--- src/inc/asm_pkg.sv ---
// Purpose: constants shared by the alarm status and mask block
// Assumes: 8-bit registers on a plain address/strobe port
// Notes: offsets are byte addresses of the register port
package asm_pkg;
  // register offsets
  localparam logic [7:0] ADDR_ALARM_STATUS = 8'h02;
  localparam logic [7:0] ADDR_ALARM_MASK = 8'h16;
  localparam logic [7:0] ADDR_CONFIG = 8'hBF;
  // status, mask and config bit positions
  localparam int BIT_BUSY = 7;
  localparam int BIT_LOCAL_HIGH = 6;
  localparam int BIT_UNUSED_HI = 5;
  localparam int BIT_REMOTE_HIGH = 4;
  localparam int BIT_REMOTE_LOW = 3;
  localparam int BIT_DIODE_FAULT = 2;
  localparam int BIT_CRIT = 1;
  localparam int BIT_TACH = 0;
  localparam int BIT_COMPARATOR = 0;
  // alarms that may raise irq; all but tach may also reach the alert pin
  localparam logic [7:0] ALERT_CAPABLE = 8'h5B;
  // reset values, forced mask bits and synchroniser depth
  localparam logic [7:0] MASK_RESET = 8'hA4;
  localparam logic [7:0] MASK_FORCED_ONE = 8'hA4;
  localparam logic [7:0] CONFIG_RESET = 8'h00;
  localparam int SYNC_STAGES = 3;
endpackage : asm_pkg

--- src/rtl/asm_sync.sv ---
// Purpose: three-stage synchroniser, change taken when stages two and three agree
// Assumes: input is asynchronous to clk
// Notes: first stage is read only by the second
`timescale 1ns/1ps
module asm_sync (
  input wire logic clk,
  input wire logic reset,
  input wire logic async_in,
  output logic sync_out
);
  logic [2:0] stage_r; // shift chain
  // sample the pin
  always_ff @(posedge clk) begin
    if (reset) begin
      stage_r <= 3'h0;
    end else begin
      stage_r <= {stage_r[1:0], async_in};
    end
  end
  // accept new level only once two later stages agree
  always_ff @(posedge clk) begin
    if (reset) begin
      sync_out <= 1'b0;
    end else if (stage_r[1] == stage_r[2]) begin
      sync_out <= stage_r[2];
    end
  end
endmodule : asm_sync

--- src/rtl/asm_cond.sv ---
// Purpose: strict comparisons that form the alarm conditions
// Assumes: temperatures two's complement, tach count unsigned
// Notes: equality never raises an alarm
`timescale 1ns/1ps
module asm_cond (
  input wire logic signed [7:0] local_temp,
  input wire logic signed [7:0] local_high,
  input wire logic signed [10:0] remote_temp,
  input wire logic signed [10:0] remote_high,
  input wire logic signed [10:0] remote_low,
  input wire logic signed [7:0] critical_limit,
  input wire logic [15:0] tach_count,
  input wire logic [15:0] tach_limit,
  output logic [4:0] cond
);
  logic signed [10:0] crit_ext; // limit in remote format
  assign crit_ext = {critical_limit, 3'h0};
  assign cond[4] = local_temp > local_high;
  assign cond[3] = remote_temp > remote_high;
  assign cond[2] = remote_temp < remote_low;
  assign cond[1] = remote_temp > crit_ext;
  assign cond[0] = tach_count > tach_limit;
endmodule : asm_cond

--- src/rtl/asm_alert_status_mask.sv ---
// Purpose: alarm status and mask logic with alert output
// Assumes: conditions come from same-clock compare logic; diode fault from a pin
// Notes: status clears on read only where the condition has gone
`timescale 1ns/1ps
module asm_alert_status_mask (
  input wire logic clk,
  input wire logic reset,
  input wire logic [7:0] reg_addr,
  input wire logic [7:0] reg_wdata,
  input wire logic reg_wr,
  input wire logic reg_rd,
  output logic [7:0] reg_rdata,
  input wire logic busy,
  input wire logic diode_fault_pin,
  input wire logic pin_is_tach,
  input wire logic signed [7:0] local_temp,
  input wire logic signed [7:0] local_high,
  input wire logic signed [10:0] remote_temp,
  input wire logic signed [10:0] remote_high,
  input wire logic signed [10:0] remote_low,
  input wire logic signed [7:0] critical_limit,
  input wire logic [15:0] tach_count,
  input wire logic [15:0] tach_limit,
  output logic alert_n_o,
  output logic alert_n_oe,
  output logic irq
);
  logic [4:0] cond; // compare results
  logic diode_fault; // synchronised fault level
  logic [7:0] live; // live conditions at status positions
  logic [7:0] status_r; // sticky alarm bits
  logic [7:0] mask_r; // alarm mask
  logic [7:0] config_r; // configuration, bit 0 comparator mode
  logic [7:0] status_view; // value a read returns
  logic [7:0] mask_view; // mask as read
  logic [7:0] reg_rdata_nxt; // next read data
  logic rd_status; // status read this cycle
  logic [7:0] alert_src; // alarms driving the pin
  logic alert_nxt; // pin asserted next cycle

  asm_cond u_cond (
    .local_temp(local_temp),
    .local_high(local_high),
    .remote_temp(remote_temp),
    .remote_high(remote_high),
    .remote_low(remote_low),
    .critical_limit(critical_limit),
    .tach_count(tach_count),
    .tach_limit(tach_limit),
    .cond(cond)
  );

  // fault comes from the analog front end, so it is synchronised
  asm_sync u_sync (
    .clk(clk),
    .reset(reset),
    .async_in(diode_fault_pin),
    .sync_out(diode_fault)
  );

  // live conditions laid out as the status register
  always_comb begin
    live = 8'h00;
    live[asm_pkg::BIT_LOCAL_HIGH] = cond[4];
    live[asm_pkg::BIT_REMOTE_HIGH] = cond[3];
    live[asm_pkg::BIT_REMOTE_LOW] = cond[2];
    live[asm_pkg::BIT_DIODE_FAULT] = diode_fault;
    live[asm_pkg::BIT_CRIT] = cond[1];
    live[asm_pkg::BIT_TACH] = cond[0];
  end

  assign rd_status = reg_rd && (reg_addr == asm_pkg::ADDR_ALARM_STATUS);

  // sticky bits: a live condition always wins over the read clear
  always_ff @(posedge clk) begin
    if (reset) begin
      status_r <= 8'h00;
    end else if (rd_status) begin
      status_r <= live;
    end else begin
      status_r <= status_r | live;
    end
  end

  // busy is live, bit 5 forced low
  always_comb begin
    status_view = status_r;
    status_view[asm_pkg::BIT_BUSY] = busy;
    status_view[asm_pkg::BIT_UNUSED_HI] = 1'b0;
  end

  assign mask_view = mask_r | asm_pkg::MASK_FORCED_ONE;

  // mask and configuration writes
  always_ff @(posedge clk) begin
    if (reset) begin
      mask_r <= asm_pkg::MASK_RESET;
      config_r <= asm_pkg::CONFIG_RESET;
    end else if (reg_wr) begin
      if (reg_addr == asm_pkg::ADDR_ALARM_MASK) begin
        mask_r <= reg_wdata | asm_pkg::MASK_FORCED_ONE;
      end
      if (reg_addr == asm_pkg::ADDR_CONFIG) begin
        config_r <= reg_wdata;
      end
    end
  end

  // read mux; unmapped addresses read zero
  always_comb begin
    case (reg_addr)
      asm_pkg::ADDR_ALARM_STATUS: reg_rdata_nxt = status_view;
      asm_pkg::ADDR_ALARM_MASK: reg_rdata_nxt = mask_view;
      asm_pkg::ADDR_CONFIG: reg_rdata_nxt = config_r;
      default: reg_rdata_nxt = 8'h00;
    endcase
  end

  // read data stands one cycle after the strobe only
  always_ff @(posedge clk) begin
    if (reset) begin
      reg_rdata <= 8'h00;
    end else if (reg_rd) begin
      reg_rdata <= reg_rdata_nxt;
    end else begin
      reg_rdata <= 8'h00;
    end
  end

  // comparator mode looks at live conditions, else at latched bits;
  // busy and diode fault are outside the capable set
  always_comb begin
    if (config_r[asm_pkg::BIT_COMPARATOR]) begin
      alert_src = live & asm_pkg::ALERT_CAPABLE & ~mask_r;
    end else begin
      alert_src = status_r & asm_pkg::ALERT_CAPABLE & ~mask_r;
    end
    // a tach alarm implies the pin is a tach input, so it never drives it
    alert_nxt = (|alert_src[7:1]) && !pin_is_tach;
  end

  // open-drain pin: output value low, enable while asserted
  always_ff @(posedge clk) begin
    if (reset) begin
      alert_n_o <= 1'b0;
      alert_n_oe <= 1'b0;
    end else begin
      alert_n_o <= 1'b0;
      alert_n_oe <= alert_nxt;
    end
  end

  // interrupt sees every unmasked latched alarm, tach included, for polling hosts
  always_ff @(posedge clk) begin
    if (reset) begin
      irq <= 1'b0;
    end else begin
      irq <= |(status_r & asm_pkg::ALERT_CAPABLE & ~mask_r);
    end
  end

  // assertions
  property p_sticky;
    @(posedge clk) disable iff (reset)
    $rose(status_r[asm_pkg::BIT_REMOTE_HIGH]) && !rd_status |=>
      status_r[asm_pkg::BIT_REMOTE_HIGH] || $past(rd_status);
  endproperty
  a_sticky: assert property (p_sticky) else $error("alarm bit dropped without a read");

  property p_read_clear;
    @(posedge clk) disable iff (reset)
    rd_status && !live[asm_pkg::BIT_LOCAL_HIGH] |=> !status_r[asm_pkg::BIT_LOCAL_HIGH];
  endproperty
  a_read_clear: assert property (p_read_clear) else $error("read did not clear gone alarm");

  property p_busy;
    @(posedge clk) disable iff (reset)
    reg_rd && reg_addr == asm_pkg::ADDR_ALARM_STATUS |=> reg_rdata[7] == $past(busy);
  endproperty
  a_busy: assert property (p_busy) else $error("busy bit wrong");

  property p_local;
    @(posedge clk) disable iff (reset)
    (local_temp > local_high) |=> status_r[asm_pkg::BIT_LOCAL_HIGH];
  endproperty
  a_local: assert property (p_local) else $error("local high not latched");

  property p_bit5;
    @(posedge clk) disable iff (reset)
    reg_rd |=> !reg_rdata[asm_pkg::BIT_UNUSED_HI] || $past(reg_addr) != asm_pkg::ADDR_ALARM_STATUS;
  endproperty
  a_bit5: assert property (p_bit5) else $error("status bit 5 not zero");

  property p_crit;
    @(posedge clk) disable iff (reset)
    cond[1] |=> status_r[asm_pkg::BIT_CRIT];
  endproperty
  a_crit: assert property (p_crit) else $error("critical alarm not latched");

  property p_tach_pin;
    @(posedge clk) disable iff (reset)
    pin_is_tach |=> !alert_n_oe;
  endproperty
  a_tach_pin: assert property (p_tach_pin) else $error("alert driven in tach mode");

  property p_mask7;
    @(posedge clk) disable iff (reset)
    reg_rd && reg_addr == asm_pkg::ADDR_ALARM_MASK |=> reg_rdata[7];
  endproperty
  a_mask7: assert property (p_mask7) else $error("mask bit 7 not one");

  property p_masked;
    @(posedge clk) disable iff (reset)
    (&mask_r[6:1]) |=> !alert_n_oe;
  endproperty
  a_masked: assert property (p_masked) else $error("masked alarm reached pin");

  property p_comp;
    @(posedge clk) disable iff (reset)
    config_r[0] && !(|(live & asm_pkg::ALERT_CAPABLE & ~mask_r)) |=> !alert_n_oe;
  endproperty
  a_comp: assert property (p_comp) else $error("comparator alert did not release");

  property p_alert;
    @(posedge clk) disable iff (reset)
    !config_r[0] && status_r[4] && !mask_r[4] && !pin_is_tach |=> alert_n_oe && !alert_n_o;
  endproperty
  a_alert: assert property (p_alert) else $error("alert not asserted");

  // remote high condition must latch one cycle later
  property p_remote_high;
    @(posedge clk) disable iff (reset)
    cond[3] |=> status_r[asm_pkg::BIT_REMOTE_HIGH];
  endproperty
  a_remote_high: assert property (p_remote_high) else $error("remote high not latched");

  // remote low condition must latch one cycle later
  property p_remote_low;
    @(posedge clk) disable iff (reset)
    cond[2] |=> status_r[asm_pkg::BIT_REMOTE_LOW];
  endproperty
  a_remote_low: assert property (p_remote_low) else $error("remote low not latched");

  // slow fan must latch the tach bit
  property p_tach;
    @(posedge clk) disable iff (reset)
    cond[0] |=> status_r[asm_pkg::BIT_TACH];
  endproperty
  a_tach: assert property (p_tach) else $error("tach alarm not latched");

  // synchronised diode fault must latch
  property p_fault;
    @(posedge clk) disable iff (reset)
    diode_fault |=> status_r[asm_pkg::BIT_DIODE_FAULT];
  endproperty
  a_fault: assert property (p_fault) else $error("diode fault not latched");

  // with only fault or nothing latched, neither irq nor latched-mode pin may assert
  property p_fault_quiet;
    @(posedge clk) disable iff (reset)
    !config_r[0] && (status_r & asm_pkg::ALERT_CAPABLE) == 8'h00 |=> !alert_n_oe && !irq;
  endproperty
  a_fault_quiet: assert property (p_fault_quiet) else $error("fault or busy raised alert");

  // busy is shown live and never stored, so it cannot reach the pin
  property p_busy_latch;
    @(posedge clk) disable iff (reset)
    !status_r[asm_pkg::BIT_BUSY];
  endproperty
  a_busy_latch: assert property (p_busy_latch) else $error("busy stored as alarm");

  // unused status bit never stored
  property p_bit5_reg;
    @(posedge clk) disable iff (reset)
    !status_r[asm_pkg::BIT_UNUSED_HI];
  endproperty
  a_bit5_reg: assert property (p_bit5_reg) else $error("status bit 5 stored");

  // a lone tach alarm never drives the pin
  property p_tach_quiet;
    @(posedge clk) disable iff (reset)
    !config_r[0] && (status_r & asm_pkg::ALERT_CAPABLE) == 8'h01 |=> !alert_n_oe;
  endproperty
  a_tach_quiet: assert property (p_tach_quiet) else $error("tach alarm drove pin");

  // unmasked tach alarm is still seen by the interrupt
  property p_tach_irq;
    @(posedge clk) disable iff (reset)
    status_r[asm_pkg::BIT_TACH] && !mask_r[asm_pkg::BIT_TACH] |=> irq;
  endproperty
  a_tach_irq: assert property (p_tach_irq) else $error("tach alarm missed irq");

  // unused mask bits stay set in storage
  property p_mask_fixed;
    @(posedge clk) disable iff (reset)
    (mask_r & asm_pkg::MASK_FORCED_ONE) == asm_pkg::MASK_FORCED_ONE;
  endproperty
  a_mask_fixed: assert property (p_mask_fixed) else $error("unused mask bit cleared");

  // unused mask bits read as one
  property p_mask_read;
    @(posedge clk) disable iff (reset)
    reg_rd && reg_addr == asm_pkg::ADDR_ALARM_MASK |=> reg_rdata[5] && reg_rdata[2];
  endproperty
  a_mask_read: assert property (p_mask_read) else $error("unused mask bits not one");

  // a mask write lands on the next edge
  property p_mask_write;
    @(posedge clk) disable iff (reset)
    reg_wr && reg_addr == asm_pkg::ADDR_ALARM_MASK |=>
      mask_r == ($past(reg_wdata) | asm_pkg::MASK_FORCED_ONE);
  endproperty
  a_mask_write: assert property (p_mask_write) else $error("mask write lost");

  // latched mode: nothing unmasked, pin released
  property p_masked_quiet;
    @(posedge clk) disable iff (reset)
    !config_r[0] && (status_r & asm_pkg::ALERT_CAPABLE & ~mask_r & 8'hFE) == 8'h00 |=>
      !alert_n_oe;
  endproperty
  a_masked_quiet: assert property (p_masked_quiet) else $error("pin held while masked");

  // comparator mode: live unmasked condition other than tach drives the pin when it is not a tach input
  property p_comp_assert;
    @(posedge clk) disable iff (reset)
    config_r[0] && (|(live & asm_pkg::ALERT_CAPABLE & ~mask_r & 8'hFE)) && !pin_is_tach |=>
      alert_n_oe;
  endproperty
  a_comp_assert: assert property (p_comp_assert) else $error("comparator alert missing");

  // outside a status read, bits only gain live conditions
  property p_sticky_all;
    @(posedge clk) disable iff (reset)
    !rd_status |=> status_r == ($past(status_r) | $past(live));
  endproperty
  a_sticky_all: assert property (p_sticky_all) else $error("status changed without read");

  // open-drain value never driven high
  property p_open_drain;
    @(posedge clk) disable iff (reset)
    !alert_n_o;
  endproperty
  a_open_drain: assert property (p_open_drain) else $error("alert value driven high");

  // latched mode: any unmasked alert-capable bit other than tach pulls the pin when it is not a tach input
  property p_alert_any;
    @(posedge clk) disable iff (reset)
    !config_r[0] && (|(status_r & asm_pkg::ALERT_CAPABLE & ~mask_r & 8'hFE)) && !pin_is_tach |=>
      alert_n_oe;
  endproperty
  a_alert_any: assert property (p_alert_any) else $error("latched alert missing");
endmodule : asm_alert_status_mask

--- config.mk ---
export PLATFORM = sky130hd
export DESIGN_NAME = asm_alert_status_mask
export DESIGN_NICKNAME = d
export VERILOG_FILES = /design/src/inc/asm_pkg.sv /design/src/rtl/asm_sync.sv /design/src/rtl/asm_cond.sv /design/src/rtl/asm_alert_status_mask.sv
export SDC_FILE = /design/constraint.sdc
export NUM_CORES = 1
export LEC_CHECK = 0
export BUFFER_PORTS_ARGS = -buffer_cell sky130_fd_sc_hd__buf_2
export CAP_MARGIN = 5
export CORE_UTILIZATION = 43
export DETAILED_ROUTE_END_ITERATION = 8
export PLACE_DENSITY_LB_ADDON = 0.05
export SLEW_MARGIN = 15
export SYNTH_ARGS = -nofsm -noshare
export SYNTH_HDL_FRONTEND = slang
export SYNTH_HIERARCHICAL = 1
export SYNTH_SLANG_ARGS = --single-unit
--- constraint.sdc ---
create_clock -name clk -period 1.9 [get_ports clk]
set_input_delay 0.285 -clock clk [delete_from_list [all_inputs] [get_ports clk]]
set_output_delay 0.285 -clock clk [all_outputs]
set_load 0.01 [all_outputs]
# == After elaboration in Yosys (flattened, before gate mapping) ==
# Cells that the tools add are included.
# Widths: inputs -> output; s select.
# totals
ram_bits,0
latchBits,0
ff_bits,35
word_cells,35
n_memories,0
rom_bits,0
input_bits,112
# op_classes
bitwise_logic,5
n_addsub,0
order_cmp,5
n_shift,0
mux,3
div,0
n_mul,0
n_eq_ne,4
reduce_logical,9
# ops
cell,count
$pmux 8 s3,1
$gt 11x11->1,2
$and 7x8->8,2
$gt 16x16->1,1
$lt 11x11->1,1
$eq 8x2->1 const B,1
$eq 8x5->1 const B,1
$eq 8x8->1 const B,1
$gt 8x8->1,1
$mux 8,1
$not 8->8,1
$or 8x7->8,1
$reduce_or 8->1,1
$mux 7,1
$reduce_or 7->1,1
$reduce_and 2->1,2
$reduce_or 2->1,2
$logic_and 1x1->1,2
$eq 1x1->1,1
$logic_not 1->1,1
$not 1->1,1

# == Logic depth before layout (Yosys ltp) ==
# logic_depth
ltp_word,5
ltp_mapped,11

# == By module ==
# The synthesis kept the hierarchy.
# by_module_without_submodules
module,area_per_inst_um2,cells_per_inst,seq_area_each_um2,instances
asm_cond,1357.6,192,0.0,1
asm_alert_status_mask,1204.9,128,580.6,1
asm_sync,112.6,10,80.1,1

# == Least setup slack after synthesis ==
# No wires, ideal clock.
# synth_timing
kind,input to register
from,input port remote_low[4]
to,register alert_n_oe
stages,11
required_ns,1.786
arrival_ns,1.813
setup_slack_ns,-0.027
cell_sequence,inv_1 > ha_1 > a21oi_1 > o21ai_0 > a21oi_1 > o21ai_0 > mux2i_1 > inv_1 > o22ai_1 > a221oi_1 > a2111oi_0
# synth_via
elab_chain_len,5
# synth_lines
element,line,rtl
from (decl),asm_alert_status_mask.sv:20,"input wire logic signed [10:0] remote_low,"
$lt 11x11->1,asm_cond.sv:20,assign cond[2] = remote_temp < remote_low;
net cond[2],asm_alert_status_mask.sv:28,logic [4:0] cond;
$and 7x8->8,asm_alert_status_mask.sv:134,alert_src = live & asm_pkg::ALERT_CAPABLE & ~mask_r;
$mux 8,asm_alert_status_mask.sv:133,if (config_r[asm_pkg::BIT_COMPARATOR]) begin
$reduce_or 7->1,asm_alert_status_mask.sv:139,alert_nxt = (|alert_src[7:1]) && !pin_is_tach;
$logic_and 1x1->1,asm_alert_status_mask.sv:139,
to (signal assigned),asm_alert_status_mask.sv:149,alert_n_oe <= alert_nxt;
to (decl),asm_alert_status_mask.sv:25,"output logic alert_n_oe,"
# The timed path passes the listed nets, and every way through them passes these cells.
# A chain may end at the register's enable or synchronous reset.

# == Worst setup path after layout ==
# layout_timing
from,input port remote_temp[2]
to,register alert_n_oe
# layout_via
elab_chain_len,5
elab_cells_between_ends,7
classes_between,order compare (3); mux (1); bitwise (1); reduce/logical (2)
# layout_lines
element,line,rtl
from (decl),asm_alert_status_mask.sv:18,"input wire logic signed [10:0] remote_temp,"
$lt 11x11->1,asm_cond.sv:20,
net cond[2],asm_alert_status_mask.sv:28,
$and 7x8->8,asm_alert_status_mask.sv:134,
$mux 8,asm_alert_status_mask.sv:133,
$reduce_or 7->1,asm_alert_status_mask.sv:139,
$logic_and 1x1->1,asm_alert_status_mask.sv:139,
# The timed path passes the listed nets, and every way through them passes these cells.

==> metrics.md <==
| Metric | Value |
|---|---|
| Outcome | `complete, no violations` |
| Core area | `5960 sq um` |
| Area growth, synth to finish | `37.5%` |
| Sequential fraction of the synthesis area | `24.7%` |
| CP Capture Point | `alert_n_oe` |
| Via count | `2715` |
| DR vias/cell | `4.90` |
| Maximum VDD drop | `0.604 mV` |
| Distinct cells, synth | `42` |
| FF-to-FF path depth | `4` |
| R2R Setup Slk | `750 ps` |
| Fill cells | `595` |
| Clock-pin slew on the worst setup and hold paths | `60 ps` |
| Hold Path Class | `input port to register` |
| Post-synthesis cell count | `330` |
| Antenna viol nets, final | `0` |
| # DRC | `0` |
| Longest Clk Path Bufs | `2` |
| GP Congestion | `0.785` |
| CTS tree | `yes` |
| Height of the die | `80.9 microns` |
| Synth Area per Inst | `8.11 sq um` |
| Initial DRT Pass Iterations | `4` |
| Worst setup SP type | `input port` |
| Top post-synthesis cells by area | `ha_1, dfxtp_1, inv_1` |
| FMAX | `534 MHz` |
| Setup crit end kind | `register` |
| Clk_lat worst skew | `280 ps` |
| Period utilization | `98.5%` |
| Nets | `644` |
| Power, Total | `1.79 mW` |
| Vias in the first global route | `2569` |
| Hold slack | `173 ps` |
| Root buffer cell | `clkbuf_8` |
| Arrival time at the worst endpoint | `2050 ps` |
| CP Launch Point | `remote_temp[2]` |
| Design Area, Final | `3680 sq um` |
| Post-Synthesis Net Count | `495` |
| Main synth FF type | `dfxtp_1` |
| Final WL | `6.34 mm` |
| Hold path depth | `2` |
| Largest net degree at the start of global routing | `26` |
| IO buf count | `121` |
| Area leader, netlist | `ha_1` |
| Die footprint | `6540 sq um` |
| Critical Path RT | `2080 ps` |
| MaxCap Viol Count | `0` |
| Total CTS buffers | `5` |
| Total congestion overflow | `0` |
| First-pass GRT wire length | `10.3 mm` |
| # diodes | `0` |
| Post-Synthesis Cell Area | `2680 sq um` |
| Endpoints failing setup | `0` |
| Crit path time final | `1870 ps` |
| Final count of hold timing violations | `0` |
| Initial DRC count | `43` |
| Yosys top cell area share | `24.8%` |
| Leakage | `2.10 nW` |
| RR Startpoint | `status_r[6]` |
| Layout cell share with drive strength beyond 1 | `35.3%` |
| Clock Skews | `1.86 ps` |
| CTS hold repair buffers | `0` |
| EDFF count, synth | `0` |
| Hpwl dp | `5.35 mm` |
| Cell Area, Placed | `3530 sq um` |
| Num ports | `123` |
| H-tree depth | `2` |
| Die X | `80.9 microns` |
| Final core occ | `61.8%` |
| CP Class | `input port to register` |
| Pwr Density | `486 nW/um^2` |
| Starting Density | `44.9%` |
| CTS sink count | `33` |
| #FFs+latches synth | `33` |
| Crit path max fanout | `2` |
| YS warnings | `6` |
| Rows | `28` |
| Async S/R FF share, synth | `0%` |
| Gr usage total | `20.1%` |
| R2r endpoint | `alert_n_oe` |
| Initial antenna violation count | `0` |
| Max Slew Vio Count | `0` |
| DR WL/cell | `11.4 microns` |
[metrics by stage]
stage	TNS [ps]	worst slack (ps)	cells
floorplan	0	19.3	330
global placement	-391	-249	546
detailed placement	-540	-363	546
CTS	0	1.39	553
global route	-86.2	-86.2	554
finish	0	28.5	554
[kinds of logic (layout without fill, tap and decap cells)]
logic type      Yosys count  in the layout  share of synthesized area (%)
compound gates           74             74                           18.2
fa+ha+maj                53             53                           24.8
buf+inv                  71            220                           10.6
flops                    33             33                           24.7
mux                      15             15                           5.61
other cells               1              1                          0.140
simple gates             83             83                           16.0
[power by group]
group          internal, mW  switching, mW  total [mW]
Combinational         0.293          0.251       0.543
Sequential            0.711         0.0121       0.723
Clock                 0.287          0.235       0.522
[per-layer routing]
metal | routed length (microns) | part of all wire (%) | track usage (%) | vias up
li1 | - | - | - | 1443
met1 | 2720 | 43 | 22.5 | 1190
met5 | 0 | 0 | 0 | -
met4 | 99 | 1.6 | 5.71 | 0
met2 | 3210 | 51 | 37.6 | 70
met3 | 314 | 5.0 | 4.61 | 12
[cells in the mapped netlist, types with 5 or more instances]
cell and instances:
inv_1 64, ha_1 53, nor2_1 34, dfxtp_1 33, a21oi_1 29, mux2i_1 15, nand2_1 10, nand4_1 9
nor2b_1 9, nand3_1 8, a21o_1 6, a22o_1 6, o21ai_0 6, a22oi_1 5
[area by class of cell]
type                       count  area [sq um]  area share (%)
clock buffer                   7          86.3            2.35
inverter                      64           240            6.53
multi-input combinational    226          1780            48.4
sequential                    33           661            18.0
tap                           75          93.8            2.55
timing repair buffer         149           816            22.2
[critical path, stage by stage]
cell and delay (ps):
buf_2 110, ha_1 310, a21oi_1 140, o21ai_1 90, a21oi_2 170, o21ai_2 70
mux2i_1 220, inv_1 90, o22ai_2 150, a221oi_2 50, a2111oi_2 360
[registers in the layout (all words and copies together), names as in the netlist]
name / flops
reg_rdata: 8
mask_r: 5
config_r: 8
irq: 1
alert_n_oe: 1
u_sync/sync_out: 1
status_r: 6
u_sync/stage_r: 3
[what timing repair did]
action,CTS,global route
setup endpoints to repair,1,2
setup buffers,0,1
cloned,0,0
pin swaps,4,7
gates resized for setup,3,12
[placed cells by master (no fill, tap or decap), types with 2 or more instances in the layout]
cell and n:
a21oi_1 27, inv_1 64, a21oi_2 2, dfxtp_1 33, ha_1 53, nand3_2 3
clkbuf_8 6, nor2b_1 9, nor2_1 34, a2111oi_2 2, nor3_1 3, a2bb2oi_1 2
o211ai_1 3, a22oi_1 5, buf_4 28, nand3_1 7, o21ai_1 4, nand4_1 9
a22o_1 6, a21o_1 6, o21a_1 2, o21ai_0 2, nand2_1 10, mux2i_1 14
a2111o_1 2, buf_2 121, nand2b_1 2
[worst min path at each step]
stage | endpoint | start | slack (ps)
3_5_place_dp | u_sync/stage_r[1] | u_sync/stage_r[0] | 440
5_1_grt | alert_n_oe | pin_is_tach | 150
2_1_floorplan | u_sync/sync_out | reset | 350
4_1_cts | alert_n_oe | pin_is_tach | 160
3_3_place_gp | u_sync/stage_r[1] | u_sync/stage_r[0] | 430
6_report | alert_n_oe | pin_is_tach | 170
Note: power is estimated with default switching activity, not from simulation.
